### src/inc/encoder_diag_consts.vh
// Purpose: constants for the encoder diagnostic attribute bank
// Assumes: attribute ids are the printed attribute numbers
// Notes: widths and counts that may differ are module parameters
`ifndef ENCODER_DIAG_CONSTS_VH
`define ENCODER_DIAG_CONSTS_VH

// attribute ids
`define ATTR_WARNING_BITS 8'h2F
`define ATTR_SUPPORTED_WARNING_MASK 8'h30
`define ATTR_WARNING_INDICATOR 8'h31
`define ATTR_RUN_HOURS_TENTHS 8'h32
`define ATTR_PRESET_OFFSET 8'h33
`define ATTR_TEMP_READING 8'h64
`define ATTR_TEMP_UNIT_SELECT 8'h65
`define ATTR_TEMP_STEP_SIZE 8'h66
`define ATTR_TEMP_LOW_LIMIT 8'h67
`define ATTR_TEMP_HIGH_LIMIT 8'h68
`define ATTR_FAULT_SUMMARY_WORD 8'h69
`define ATTR_SPECIAL_FUNCTION_CTRL 8'h6A
`define ATTR_MOTION_SECONDS 8'h6B
`define ATTR_RUN_SECONDS 8'h6C
`define ATTR_PEAK_SPEED 8'h6D
`define ATTR_PEAK_ACCEL 8'h6E

// reset values, the supported warning mask and the temperature unit codes
`define SUPPORTED_WARNING_MASK_VAL 16'h67C3
`define TEMP_UNIT_CELSIUS 16'h1200
`define TEMP_UNIT_FAHRENHEIT 16'h1201
`define TEMP_STEP_SIZE_RST 32'h00000064
`define TEMP_LOW_LIMIT_RST 16'hF060
`define TEMP_HIGH_LIMIT_RST 16'h2710
`define SPECIAL_FUNCTION_CTRL_RST 32'h01000500

// special function control fields
`define SFC_SIGN_OF_LIFE_BIT 0
`define SFC_UPDATE_FACTOR_LSB 8
`define SFC_UPDATE_FACTOR_MSB 15
`define SFC_STORAGE_MODE_BIT 16
`define SFC_FW_UPDATE_LSB 24
`define SFC_FW_UPDATE_MSB 31
`define SFC_WRITABLE_MASK 32'hFF01FF01
`define UPDATE_FACTOR_MIN 8'h02
`define UPDATE_FACTOR_MAX 8'h7F

// temperature supervision flag position in warning_bits
`define WARN_TEMP_BIT 13

// timing
`define CLK_FREQ_HZ 100000000
`define SECOND_TIME_S 1
`define TENTH_HOUR_TIME_S 360

`endif

### src/hw/encoder_diag_attribute_bank.v
// Purpose: warnings, time counters, temperature supervision, special function
//          control and peak records of an absolute encoder attribute map
// Assumes: attribute get/set arrive as one-cycle strobes synchronous to clk
// Notes: answers come one cycle after the strobe; counters restart at reset
//        limits are not rescaled when the temperature unit changes
//        time counters and peak records start from zero; no restore path here
//
// Overview of operation
// (RQ1) operating time counts in steps of a tenth hour, 32-bit unsigned
// (RQ2) temperature unit accepts 1200h Celsius, 1201h Fahrenheit, defaults Celsius
// (RQ3) temperature step size in hundredths of a degree, default 100
// (RQ4) reading outside low or high limit sets the temperature warning flag
// (RQ5) signed 16-bit limits default F060h low and 2710h high
// (RQ6) control bit 0 turns peer sign-of-life supervision on or off
// (RQ7) control bits 8..15 hold update factor, valid 2 to 127
// (RQ8) control bit 16 selects storage mode, 0 automatic, 1 manual
// (RQ9) operating seconds counter advances once per second of operation
// (RQ10) peak speed record updates only when current speed exceeds it
// (RQ11) warning indicator is one when any supported warning bit is set
`include "encoder_diag_consts.vh"
`default_nettype none

module encoder_diag_attribute_bank #(
    parameter integer CLKS_PER_SECOND = (`CLK_FREQ_HZ * `SECOND_TIME_S),
    parameter integer SECONDS_PER_TENTH_HOUR = `TENTH_HOUR_TIME_S
) (
    input wire clk,
    input wire rst_n,
    input wire attr_get,
    input wire attr_set,
    input wire [7:0] attr_id,
    input wire [31:0] attr_wdata,
    input wire [15:0] temp_value,
    input wire [31:0] speed_value,
    input wire [31:0] accel_value,
    input wire moving,
    input wire [15:0] ext_warnings,
    input wire [31:0] preset_offset_in,
    input wire [31:0] fault_summary_in,
    output reg [31:0] attr_rdata_q,
    output reg attr_ack_q,
    output reg attr_err_q,
    output reg [31:0] special_function_ctrl_q,
    output reg [15:0] temp_unit_select_q,
    output reg [31:0] temp_step_size_q
);

    localparam integer WARN_WIDTH = 16;

    reg [15:0] warning_bits_q;
    reg warning_indicator_q;
    reg [31:0] run_hours_tenths_q;
    reg [31:0] run_seconds_q;
    reg [31:0] motion_seconds_q;
    reg [31:0] peak_speed_q;
    reg [31:0] peak_accel_q;
    reg [15:0] temp_low_limit_q;
    reg [15:0] temp_high_limit_q;
    reg [31:0] tick_cnt_q;
    reg [31:0] tenth_cnt_q;
    reg second_tick_q;

    reg [15:0] warning_bits_d;
    reg temp_out_of_range;
    reg [31:0] rdata_d;
    reg err_d;
    reg [7:0] new_factor;
    reg [31:0] ctrl_wr_value;
    wire [WARN_WIDTH-1:0] warning_mask = `SUPPORTED_WARNING_MASK_VAL;
    wire [WARN_WIDTH-1:0] warning_src;
    genvar wb;

    // one-cycle second enable from the system clock
    always @(posedge clk or negedge rst_n)
    begin
        if (!rst_n)
        begin
            tick_cnt_q <= 32'h00000000;
            second_tick_q <= 1'b0;
        end
        else if (tick_cnt_q == CLKS_PER_SECOND - 1)
        begin
            tick_cnt_q <= 32'h00000000;
            second_tick_q <= 1'b1;
        end
        else
        begin
            tick_cnt_q <= tick_cnt_q + 32'h00000001;
            second_tick_q <= 1'b0;
        end
    end

    // time counters; a restore from non-volatile storage is outside this block
    // operating seconds advance on every tick while powered
    always @(posedge clk or negedge rst_n)
    begin
        if (!rst_n)
        begin
            run_seconds_q <= 32'h00000000;
        end
        else if (second_tick_q)
        begin
            run_seconds_q <= run_seconds_q + 32'h00000001; // [RQ9]
        end
    end

    // motion seconds only count ticks that find the shaft moving
    always @(posedge clk or negedge rst_n)
    begin
        if (!rst_n)
        begin
            motion_seconds_q <= 32'h00000000;
        end
        else if (second_tick_q && moving)
        begin
            motion_seconds_q <= motion_seconds_q + 32'h00000001;
        end
    end

    // tenth-hour steps are built from whole seconds, so they share the seconds phase
    always @(posedge clk or negedge rst_n)
    begin
        if (!rst_n)
        begin
            run_hours_tenths_q <= 32'h00000000;
            tenth_cnt_q <= 32'h00000000;
        end
        else if (second_tick_q)
        begin
            if (tenth_cnt_q == SECONDS_PER_TENTH_HOUR - 1)
            begin
                tenth_cnt_q <= 32'h00000000;
                run_hours_tenths_q <= run_hours_tenths_q + 32'h00000001; // [RQ1]
            end
            else
            begin
                tenth_cnt_q <= tenth_cnt_q + 32'h00000001;
            end
        end
    end

    // peak records never fall back, so a slow drop in speed leaves them alone
    always @(posedge clk or negedge rst_n)
    begin
        if (!rst_n)
        begin
            peak_speed_q <= 32'h00000000;
        end
        else if (speed_value > peak_speed_q)
        begin
            peak_speed_q <= speed_value; // [RQ10]
        end
    end

    always @(posedge clk or negedge rst_n)
    begin
        if (!rst_n)
        begin
            peak_accel_q <= 32'h00000000;
        end
        else if (accel_value > peak_accel_q)
        begin
            peak_accel_q <= accel_value;
        end
    end

    // warnings follow their sources live; only supported bits can show
    always @*
    begin
        temp_out_of_range = ($signed(temp_value) < $signed(temp_low_limit_q)) ||
                            ($signed(temp_value) > $signed(temp_high_limit_q)); // [RQ4]
        warning_bits_d = warning_src;
    end

    // one cell per warning bit; the temperature flag takes the place of its external source
    generate
        for (wb = 0; wb < WARN_WIDTH; wb = wb + 1)
        begin : g_warn
            if (wb == `WARN_TEMP_BIT)
            begin : g_temp
                assign warning_src[wb] = temp_out_of_range & warning_mask[wb]; // [RQ4]
            end
            else
            begin : g_ext
                assign warning_src[wb] = ext_warnings[wb] & warning_mask[wb];
            end
        end
    endgenerate

    always @(posedge clk or negedge rst_n)
    begin
        if (!rst_n)
        begin
            warning_bits_q <= 16'h0000;
            warning_indicator_q <= 1'b0;
        end
        else
        begin
            warning_bits_q <= warning_bits_d;
            warning_indicator_q <= |warning_bits_d; // [RQ11]
        end
    end

    // read mux and set validation
    always @*
    begin
        rdata_d = 32'h00000000;
        err_d = 1'b0;
        new_factor = attr_wdata[`SFC_UPDATE_FACTOR_MSB:`SFC_UPDATE_FACTOR_LSB];
        case (attr_id)
            `ATTR_WARNING_BITS: rdata_d = {16'h0000, warning_bits_q};
            `ATTR_SUPPORTED_WARNING_MASK: rdata_d = {16'h0000, `SUPPORTED_WARNING_MASK_VAL};
            `ATTR_WARNING_INDICATOR: rdata_d = {31'h00000000, warning_indicator_q};
            `ATTR_RUN_HOURS_TENTHS: rdata_d = run_hours_tenths_q;
            `ATTR_PRESET_OFFSET: rdata_d = preset_offset_in;
            `ATTR_TEMP_READING: rdata_d = {16'h0000, temp_value};
            `ATTR_TEMP_UNIT_SELECT: rdata_d = {16'h0000, temp_unit_select_q};
            `ATTR_TEMP_STEP_SIZE: rdata_d = temp_step_size_q;
            `ATTR_TEMP_LOW_LIMIT: rdata_d = {16'h0000, temp_low_limit_q};
            `ATTR_TEMP_HIGH_LIMIT: rdata_d = {16'h0000, temp_high_limit_q};
            `ATTR_FAULT_SUMMARY_WORD: rdata_d = fault_summary_in;
            `ATTR_SPECIAL_FUNCTION_CTRL: rdata_d = special_function_ctrl_q;
            `ATTR_MOTION_SECONDS: rdata_d = motion_seconds_q;
            `ATTR_RUN_SECONDS: rdata_d = run_seconds_q;
            `ATTR_PEAK_SPEED: rdata_d = peak_speed_q;
            `ATTR_PEAK_ACCEL: rdata_d = peak_accel_q;
            default: err_d = 1'b1;
        endcase
        if (attr_set)
        begin
            case (attr_id)
                `ATTR_TEMP_UNIT_SELECT:
                begin
                    err_d = (attr_wdata[15:0] != `TEMP_UNIT_CELSIUS) &&
                            (attr_wdata[15:0] != `TEMP_UNIT_FAHRENHEIT); // [RQ2]
                end
                `ATTR_TEMP_STEP_SIZE: err_d = 1'b0;
                `ATTR_TEMP_LOW_LIMIT: err_d = 1'b0;
                `ATTR_TEMP_HIGH_LIMIT: err_d = 1'b0;
                `ATTR_SPECIAL_FUNCTION_CTRL:
                begin
                    err_d = (new_factor < `UPDATE_FACTOR_MIN) ||
                            (new_factor > `UPDATE_FACTOR_MAX); // [RQ7]
                end
                default: err_d = 1'b1;
            endcase
        end
    end

    // the stored control word is assembled field by field; unused bits always read zero
    always @*
    begin
        ctrl_wr_value = 32'h00000000;
        ctrl_wr_value[`SFC_SIGN_OF_LIFE_BIT] = attr_wdata[`SFC_SIGN_OF_LIFE_BIT]; // [RQ6]
        ctrl_wr_value[`SFC_UPDATE_FACTOR_MSB:`SFC_UPDATE_FACTOR_LSB] = new_factor; // [RQ7]
        ctrl_wr_value[`SFC_STORAGE_MODE_BIT] = attr_wdata[`SFC_STORAGE_MODE_BIT]; // [RQ8]
        ctrl_wr_value[`SFC_FW_UPDATE_MSB:`SFC_FW_UPDATE_LSB] =
            attr_wdata[`SFC_FW_UPDATE_MSB:`SFC_FW_UPDATE_LSB];
    end

    // writable settings; a refused set leaves the old value in place
    always @(posedge clk or negedge rst_n)
    begin
        if (!rst_n)
        begin
            temp_unit_select_q <= `TEMP_UNIT_CELSIUS; // [RQ2]
            temp_step_size_q <= `TEMP_STEP_SIZE_RST; // [RQ3]
            temp_low_limit_q <= `TEMP_LOW_LIMIT_RST; // [RQ5]
            temp_high_limit_q <= `TEMP_HIGH_LIMIT_RST; // [RQ5]
            special_function_ctrl_q <= `SPECIAL_FUNCTION_CTRL_RST;
        end
        else if (attr_set && !err_d)
        begin
            case (attr_id)
                `ATTR_TEMP_UNIT_SELECT: temp_unit_select_q <= attr_wdata[15:0]; // [RQ2]
                `ATTR_TEMP_STEP_SIZE: temp_step_size_q <= attr_wdata; // [RQ3]
                `ATTR_TEMP_LOW_LIMIT: temp_low_limit_q <= attr_wdata[15:0]; // [RQ5]
                `ATTR_TEMP_HIGH_LIMIT: temp_high_limit_q <= attr_wdata[15:0]; // [RQ5]
                `ATTR_SPECIAL_FUNCTION_CTRL:
                    special_function_ctrl_q <= ctrl_wr_value; // [RQ6] [RQ8]
                default: special_function_ctrl_q <= special_function_ctrl_q;
            endcase
        end
    end

    // answer one cycle after each strobe; read data holds until the next answer
    always @(posedge clk or negedge rst_n)
    begin
        if (!rst_n)
        begin
            attr_rdata_q <= 32'h00000000;
            attr_ack_q <= 1'b0;
            attr_err_q <= 1'b0;
        end
        else
        begin
            attr_ack_q <= attr_get || attr_set;
            if (attr_get || attr_set)
            begin
                attr_err_q <= err_d;
                attr_rdata_q <= (attr_get && !err_d) ? rdata_d : 32'h00000000;
            end
        end
    end

endmodule

`default_nettype wire

### config.mk
export PLATFORM = sky130hd
export DESIGN_NAME = encoder_diag_attribute_bank
export DESIGN_NICKNAME = d
export VERILOG_FILES = /design/src/hw/encoder_diag_attribute_bank.v
export VERILOG_INCLUDE_DIRS = /design/src /design/src/inc
export SDC_FILE = /design/constraint.sdc
export NUM_CORES = 1
export LEC_CHECK = 0
export BUFFER_PORTS_ARGS = -buffer_cell sky130_fd_sc_hd__buf_2
export CORE_ASPECT_RATIO = 2
export CORE_UTILIZATION = 52
export CTS_CLUSTER_SIZE = 20
export DETAILED_ROUTE_END_ITERATION = 7
export GPL_TIMING_DRIVEN = 0
export PLACE_DENSITY = 0.88
export SLEW_MARGIN = 20
export SYNTH_ARGS = -nofsm -noshare
export SYNTH_HDL_FRONTEND = slang
export SYNTH_SLANG_ARGS = --single-unit
### constraint.sdc
create_clock -name clk -period 2.5 [get_ports clk]
set_input_delay 0.25 -clock clk [delete_from_list [all_inputs] [get_ports clk]]
set_output_delay 0.25 -clock clk [all_outputs]
set_load 0.05 [all_outputs]
==> run_results.csv, run 1 <==
group,metric,value,unit
route,first_pass_iters,7,
logic_synthesis,syn_area_per_cell,10.7,um2
timing,rsz0062_at_grt,"yes",
logic_synthesis,synth-edff-count,0,
final_layout,nets,2688,
timing,fin_crit_sh,114,%
timing,final_hold_viol_count,0,
route,drc,0,
clocking,cts_tree,"built",
clocking,clk_pin_slew,70,ps
power,peakVddDrop,0.000470,V
timing,finClkSkew,29.6,ps
final_layout,drive_gt1_share,31.5,%
floorplan,dieArea,39800,um2
critical_path,slowest_stage,"dfrtp_1",
timing,maxSlewHeadroom,32.2,%
clocking,root_buffer,"clkbuf_16",
final_layout,syn_to_final_growth,26.4,%
critical_path,max_stage_delay,560,ps
timing,fin_crit,2850,ps
clocking,cts_sinks,367,
clocking,htree_levels,2,
timing,fmax,351,MHz
final_layout,final_util,66.4,%
floorplan,rows,102,
critical_path,worst_setup_path_end_kind,"register",
timing,setup_violations,63,
final_layout,layout_commonest_cell,"dfrtp_1",
timing,timing.hold.ws,4.38,ps
run,cap_violations,0,
min_path,min_path_type,"input pin to register",
floorplan,coreArea,38500,um2
logic_synthesis,ys_seq_elements,367,
route,wl_per_cell,29.1,um
floorplan,die_x,142,um
timing,tns,-11680,ps
logic_synthesis,async_reset_ff_share,100,%
global_route,grt.overflow.total,0,
place,port-buffer-count,295,
status,status,"finished, violations left",
global_route,grt_first_pass_wirelength,122000,um
power,power.density,755,nW/um2
logic_synthesis,synth_flop_cell,"dfrtp_1",
power,total_power,19.3,mW
route,wl,85400,um
logic_synthesis,synthCells,1898,
critical_path,cp.arrival,3270,ps
timing,final_max_slew_viol_count,0,
logic_synthesis,ys_seq_area_share,45.4,%
route,ant_nets,0,
critical_path,setup.worst_path.class,"register to register",
logic_synthesis,synth_cell_type_count,84,
global_route,grt_use_total,42.7,%
critical_path,critPathMaxFanout,5,
route,via_per_inst,6.43,
clocking,insertion_delay,560,ps
place,place_hpwl,59600,um
floorplan,pin_count,319,
critical_path,required,2910,ps
critical_path,startpoint_type,"register",
timing,worst_slack,-353,ps
floorplan,start_util,52.6,%
global_route,grt_start_max_net_pins,100,
route,drtIter0Drc,1825,
global_route,antenna_found_initial,8,
route,vias,18841,
global_route,grt_pass1_vias,19724,
place,pre_cts_ws,-781,ps
logic_synthesis,ys_warn_count,0,
logic_synthesis,synth_area,20300,um2
clocking,cts_buffer_depth,3,
final_layout,fill_cells,2829,
critical_path,cp_common_cell,"mux2_2",
status,violations,"negative setup slack",
critical_path,path_cells,"inv_1 -> ha_1 -> nand4_1 -> nor3_2 -> and3_1 -> mux2_2 -> a31o_4 -> buf_6 -> buf_12 -> mux2_2",
floorplan,die_height,281,um
timing,tightest_slew,1010,ps
place,routabilityCongestion,1.04,
clocking,cts_buffers,35,
power,p_leak,12.2,nW
final_layout,final_cell_mix,"dfrtp_1, buf_2, nand2_1",
[power breakdown]
| group | leakage (nW) | internal, mW | total, mW | switching [mW] |
|---|---|---|---|---|
| sequential | 4.85 | 6.54 | 7.17 | 0.633 |
| clock | 0.560 | 2.99 | 5.44 | 2.45 |
| combinational | 6.80 | 3.30 | 6.72 | 3.42 |
| total | 12.2 | 12.8 | 19.3 | 6.51 |
[synth_stat cells, types with 34 or more instances]
master | n | area (um2)
a21oi_1 | 51 | 255
a22oi_1 | 46 | 345
and3_1 | 35 | 219
buf_2 | 34 | 170
dfrtp_1 | 348 | 8710
ha_1 | 100 | 1250
inv_1 | 111 | 417
mux2_2 | 133 | 1500
mux2i_1 | 45 | 450
nand2_1 | 155 | 582
nand3_1 | 72 | 360
nand4_1 | 47 | 294
nor2_1 | 91 | 342
nor3_1 | 34 | 170
o21ai_0 | 72 | 360
xnor2_1 | 100 | 876
xor2_1 | 44 | 385
[registers in the layout, indices dropped and copies added, names as in the netlist, 18 cells and up]
signal / flops
temp_step_size_q: 32
motion_seconds_q: 32
peak_speed_q: 32
attr_rdata_q: 32
peak_accel_q: 32
special_function_ctrl_q: 18
tenth_cnt_q: 32
run_seconds_q: 32
tick_cnt_q: 32
run_hours_tenths_q: 32
[layout make-up]
| type | instances | area [um2] | area share, % |
|---|---|---|---|
| Timing Repair Buffer | 436 | 2930 | 11.4 |
| Clock buffer | 44 | 980 | 3.83 |
| Sequential cell | 367 | 9230 | 36.0 |
| Inverter | 111 | 420 | 1.64 |
| Buffer | 90 | 591 | 2.31 |
| Clock inverter | 15 | 135 | 0.528 |
| Tap cell | 520 | 651 | 2.54 |
| Antenna cell | 7 | 17.5 | 0.0684 |
| Multi-Input combinational cell | 1342 | 10700 | 41.6 |
[per-stage QoR]
stage	cells	instance area [um2]
after floorplan	1911	20300
after global placement	2726	22400
after detailed placement	2729	22500
after CTS	2905	25000
after global routing	2930	25600
final	2932	25600
[timing repair]
| item | CTS | global route |
|---|---|---|
| hold buffers | 79 | 1 |
| setup endpoints to repair | 81 | 96 |
| gates resized for setup | 72 | 81 |
| gates cloned | 2 | 2 |
| pin swaps | 14 | 14 |
| buffers inserted | 36 | 19 |
| endpoints found under the hold margin | 163 | 1 |
[metal layers]
metal	part of all wire [%]	vias up	global-route usage, %
li1	-	7800	-
met1	32	9236	42.0
met2	47	1265	69.7
met3	8.5	536	11.1
met4	13	4	45.7
met5	0.028	-	0
[cells by family (layout without fill, tap and decap cells)]
logic type,count (synthesis),count (layout),synth area share [%]
and+or+nand+nor,571,571,15.2
AOI/OAI and AO/OA,299,299,10.0
DFF,367,367,45.4
other,1,21,0.0185
xor gates and xnor gates,144,144,6.22
adders and majority gates,100,100,6.17
buffers and inverters,202,696,4.57
muxes,214,214,12.4
[worst max-delay path, delay by kind of cell (launching register included)]
family | cells | cell delay [ps]
muxes | 2 | 520
adders and majority gates | 1 | 320
AOI/OAI and AO/OA | 1 | 170
DFF | 1 | 560
buffers and inverters | 3 | 340
and+or+nand+nor | 3 | 790
[path summary, 6_finish.rpt]
kind | endpoint | from | depth (start not counted) | slack (ps)
setup reg to reg | peak_speed_q[8] | peak_speed_q[21] | 10 | -350
max in group asynchronous | special_function_ctrl_q[8] | rst_n | 4 | 780
hold reg to reg | attr_rdata_q[27] | attr_rdata_q[27] | 2 | 480
hold / removal | temp_low_limit_q[1] | attr_wdata[1] | 2 | 4
setup / recovery | peak_speed_q[8] | peak_speed_q[21] | 10 | -350
min in group asynchronous | peak_accel_q[17] | rst_n | 2 | 250
Power figures use the tool's default switching activity.
==> run 2: changes to the inputs <==
--- a/config.mk
+++ b/config.mk
@@ -12,7 +12,7 @@
 export CTS_CLUSTER_SIZE = 20
 export DETAILED_ROUTE_END_ITERATION = 7
 export GPL_TIMING_DRIVEN = 0
-export PLACE_DENSITY = 0.88
+export PLACE_DENSITY = 0.81
 export SLEW_MARGIN = 20
 export SYNTH_ARGS = -nofsm -noshare
 export SYNTH_HDL_FRONTEND = slang
==> run_results.csv, run 2 (synthesized netlist as in run 1, its figures left out) <==
group,metric,value,unit
timing,fmax,350,MHz
run,cap_violations,0,
global_route,antenna_found_initial,11,
clocking,insertion_delay,550,ps
place,routabilityCongestion,1.07,
route,wl,81800,um
power,peakVddDrop,0.000547,V
clocking,cts_tree,"built",
critical_path,cp_top_family,"compound AO/OA/AOI/OAI gates",
final_layout,final_area,25600,um2
final_layout,drive_gt1_share,30.9,%
critical_path,critPathMaxFanout,5,
place,place_hpwl,58100,um
critical_path,cp.arrival,3290,ps
route,drc,0,
timing,final_max_slew_viol_count,0,
critical_path,critPathBufInv,3,
route,first_pass_iters,5,
global_route,grt_start_max_net_pins,97,
global_route,grt.overflow.total,0,
critical_path,startpoint_type,"register",
timing,maxSlewHeadroom,26.4,%
floorplan,rows,102,
route,via_per_inst,6.26,
route,wl_per_cell,27.8,um
final_layout,syn_to_final_growth,26.3,%
floorplan,dieArea,39800,um2
place,port-buffer-count,295,
clocking,htree_levels,2,
critical_path,worst_setup_path_end_kind,"register",
critical_path,max_stage_delay,410,ps
clocking,clk_pin_slew,70,ps
critical_path,cp_common_cell,"buf_12",
route,vias,18411,
clocking,cts_sinks,367,
route,ant_nets,0,
critical_path,required,2940,ps
floorplan,coreArea,38500,um2
final_layout,layoutNonFillerInstCount,2940,
clocking,root_buffer,"clkbuf_16",
min_path,min_path_type,"input pin to register",
final_layout,layout_commonest_cell,"dfrtp_1",
global_route,grt_use_total,40.3,%
timing,finClkSkew,20.9,ps
timing,setup_violations,67,
timing,rsz0062_at_grt,"yes",
timing,timing.hold.ws,-11.2,ps
final_layout,final_cell_mix,"dfrtp_1, buf_2, nand2_1",
floorplan,die_x,142,um
power,total_power,19.0,mW
timing,fin_crit_sh,114,%
status,violations,"negative hold slack, negative setup slack",
timing,tightest_slew,1100,ps
route,drtIter0Drc,1474,
global_route,grt_first_pass_wirelength,116000,um
floorplan,pin_count,319,
place,placed_area,22500,um2
floorplan,die_height,281,um
clocking,cts_buffer_depth,3,
floorplan,start_util,52.6,%
timing,worst_slack,-354,ps
clocking,cts_buffers,35,
power,p_leak,12.1,nW
global_route,grt_pass1_vias,18865,
place,dp.cells,2729,
critical_path,setup.worst_path.class,"register to register",
timing,tns,-12520,ps
critical_path,path_cells,"inv_1 -> ha_1 -> nand4_1 -> nor2_1 -> a221o_1 -> o31ai_2 -> a31o_4 -> buf_12 -> buf_12 -> mux2_2",
final_layout,nets,2689,
timing,final_hold_viol_count,1,
timing,fin_crit,2850,ps
critical_path,slowest_stage,"a221o_1",
power,power.density,741,nW/um2
status,status,"finished, violations left",
[run 2: cell count changes in the layout (fill, tap and decap cells not counted), moves of 3 or more]
cell           change
clkbuf_1           +6
diode_2            +4
mux2_4            -10
dlygate4sd3_1      +6
mux2_2            +10
inv_6              +3
clkinv_2           -4
buf_6              -6
[run 2: report_power, final]
group | internal, mW | total, mW | switching, mW
Sequential | 6.54 | 7.14 | 0.597
Clock | 2.87 | 5.33 | 2.47
Combinational | 3.23 | 6.50 | 3.27
Total | 12.6 | 19.0 | 6.33
[run 2: final timing paths]
path | to | cells past startpoint | slack [ps] | start
setup / recovery | peak_speed_q[10] | 10 | -350 | peak_speed_q[9]
hold / removal | peak_accel_q[23] | 2 | -10 | accel_value[23]
setup reg to reg | peak_speed_q[10] | 10 | -350 | peak_speed_q[9]
hold reg to reg | tick_cnt_q[0] | 1 | 470 | tick_cnt_q[0]
max in group asynchronous | run_hours_tenths_q[31] | 4 | 730 | rst_n
min in group asynchronous | peak_accel_q[14] | 2 | 300 | rst_n
[run 2: metrics by stage]
stage	setup WS [ps]	hold WS (ps)	utilization, %
2_1_floorplan	198	-45.6	-
3_5_place_dp	-659	328	58.5
3_3_place_gp	-5810	374	58.2
6_report	-354	-11.2	66.4
5_1_grt	-373	6.48	66.3
4_1_cts	-85.3	0.988	64.7
[run 2: routing by layer]
metal  up-vias  wire (um)  track usage [%]
met5         -         24                0
met4         4       9190             38.4
met3       443       6120             8.45
met2      1113      39900             68.3
met1      9066      26500             40.9
li1       7785          -                -
[run 2: worst reg2reg max path, stage by stage (launching register included)]
cell	delay [ps]
dfrtp_1	380
inv_1	80
ha_1	330
nand4_1	230
nor2_1	110
a221o_1	410
o31ai_2	340
a31o_4	240
buf_12	130
buf_12	150
mux2_2	350
[run 2: timing repair]
action,CTS,global route
cloned,1,4
hold buffers,86,0
buffers inserted,25,24
endpoints found under the setup margin,79,176
gates resized for setup,55,76
endpoints found under the hold margin,191,0
pin swaps,13,28
[run 2: layout make-up]
type / count / area, um2
timing repair buffer: 438 / 2970
antenna: 11 / 27.5
inverter: 111 / 419
sequential: 367 / 9230
multi-input combinational: 1342 / 10600
tap: 520 / 651
clock inverter: 15 / 126
clock buffer: 47 / 971
fill: 2984 / 13000
buffer: 89 / 592
==> run 3: changes to the inputs <==
--- a/config.mk
+++ b/config.mk
@@ -13,6 +13,8 @@
 export DETAILED_ROUTE_END_ITERATION = 7
 export GPL_TIMING_DRIVEN = 0
 export PLACE_DENSITY = 0.81
+export REMOVE_ABC_BUFFERS = 1
+export SKIP_CTS_REPAIR_TIMING = 1
 export SLEW_MARGIN = 20
 export SYNTH_ARGS = -nofsm -noshare
 export SYNTH_HDL_FRONTEND = slang
==> run_results.csv, run 3 (synthesized netlist as in run 1, its figures left out) <==
group,metric,value,unit
timing,setup_violations,68,
timing,timing.hold.ws,-5.61,ps
clocking,cts_buffers,36,
floorplan,coreArea,38500,um2
clocking,root_buffer,"clkbuf_16",
global_route,antenna_found_initial,9,
timing,worst_slack,-246,ps
route,wl_per_cell,27.3,um
timing,fin_crit_sh,110,%
clocking,insertion_delay,550,ps
final_layout,drive_gt1_share,30.3,%
timing,tightest_slew,1370,ps
global_route,grt_start_max_net_pins,95,
status,violations,"negative hold slack, negative setup slack",
critical_path,setup.worst_path.class,"register to register",
critical_path,worst_setup_path_end_kind,"register",
global_route,grt_pass1_vias,17487,
timing,final_hold_viol_count,3,
global_route,grt.overflow.total,0,
place,routabilityCongestion,0.977,
route,wl,78100,um
power,peakVddDrop,0.000488,V
timing,final_max_slew_viol_count,0,
final_layout,final_cell_mix,"dfrtp_1, buf_2, nand2_1",
critical_path,critPathMaxFanout,8,
power,p_switching,6.11,mW
min_path,min_path_type,"input pin to register",
power,power_frac_seq,37.6,%
global_route,grt_first_pass_wirelength,105000,um
global_route,grt_use_total,36.2,%
clocking,clk_pin_slew,70,ps
place,port-buffer-count,296,
place,dp.cells,2654,
floorplan,start_util,52.6,%
final_layout,final_util,65.8,%
route,drc,0,
timing,fmax,364,MHz
route,ant_nets,0,
clocking,cts_buffer_depth,3,
power,p_clk_share,31.6,%
floorplan,pin_count,319,
route,drtIter0Drc,1825,
power,p_comb_share,30.8,%
place,place_hpwl,53200,um
final_layout,syn_to_final_growth,25.1,%
place,pre_cts_ws,-1220,ps
timing,fin_crit,2750,ps
timing,maxSlewHeadroom,8.96,%
power,total_power,18.9,mW
clocking,cts_sinks,367,
floorplan,rows,102,
status,status,"finished, violations left",
power,power.density,747,nW/um2
final_layout,layout_commonest_cell,"dfrtp_1",
floorplan,die_x,142,um
floorplan,dieArea,39800,um2
run,cap_violations,0,
critical_path,required,2920,ps
power,p_leak,12.0,nW
final_layout,nets,2605,
power,switching_share,32.3,%
critical_path,cp.arrival,3160,ps
floorplan,die_height,281,um
clocking,cts_tree,"built",
final_layout,layoutNonFillerInstCount,2857,
timing,finClkSkew,17.7,ps
power,p_int,12.8,mW
route,first_pass_iters,8,
critical_path,startpoint_type,"register",
route,vias,18258,
timing,rsz0062_at_grt,"yes",
route,via_per_inst,6.39,
clocking,htree_levels,2,
==> run 3: cell count changes in the layout (fill, tap and decap cells not counted), moves of 8 or more <==
| cell | change |
|---|---|
| clkbuf_1 | -25 |
| buf_2 | -23 |
| dlygate4sd3_1 | -17 |
| buf_4 | -14 |
| dfrtp_2 | -12 |
| dfrtp_1 | +11 |
| mux2_2 | +8 |
| mux2_4 | -8 |
==> run 3: cell type report <==
cell class	count	area, um2
fillers	2853	13200
multi-input cells	1345	10800
flip-flops and latches	367	9220
repair buffers	439	3030
clock buffers	53	1070
well taps	520	651
inverters	111	417
clock inverters	13	204
diodes	9	22.5
==> run 3: routing by layer <==
| metal | wire (um) | vias up | GRT usage (%) |
|---|---|---|---|
| met2 | 36500 | 1321 | 60.4 |
| met3 | 8190 | 442 | 7.19 |
| met5 | 21 | - | 0 |
| met1 | 24300 | 8845 | 37.9 |
| li1 | - | 7646 | - |
| met4 | 9070 | 4 | 33.9 |
==> run 3: path summary, 6_finish.rpt <==
check                                  from               endpoint  slack (ps)  depth (start not counted)
max in group asynchronous             rst_n  temp_high_limit_q[13]         680                          5
min                          accel_value[3]        peak_accel_q[3]          -6                          2
min reg2reg                   tick_cnt_q[0]          tick_cnt_q[0]         450                          1
min in group asynchronous             rst_n        tenth_cnt_q[24]         180                          2
max                        peak_accel_q[22]       peak_accel_q[19]        -250                          9
max reg2reg                peak_accel_q[22]       peak_accel_q[19]        -250                          9
==> run 3: worst max-delay path, cell delays in order (launching register included) <==
cell and delay, ps:
dfrtp_1 570, inv_1 90, ha_1 360, nand4_1 200, nor3_4 250, and3_1 230, mux2_2 220, a31o_4 150
clkbuf_16 190, mux2_2 360
==> run 3: metrics by stage <==
stage | area (um2) | setup TNS, ps
5_1_grt | 25300 | -10490
3_5_place_dp | 22300 | -190220
4_1_cts | 23600 | -121770
2_1_floorplan | 19800 | -80360
3_3_place_gp | 21900 | -2661640
6_report | 25400 | -9750
==> run 3: power by group through the flow <==
stage	Combinational [mW]	Sequential, mW	Clock, mW
after floorplan	2.51	6.92	0
after global placement	3.50	7.19	0
after detailed placement	3.74	7.22	0
after CTS	3.78	7.12	6.00
after global routing	6.11	7.13	6.21
final	5.84	7.12	5.98
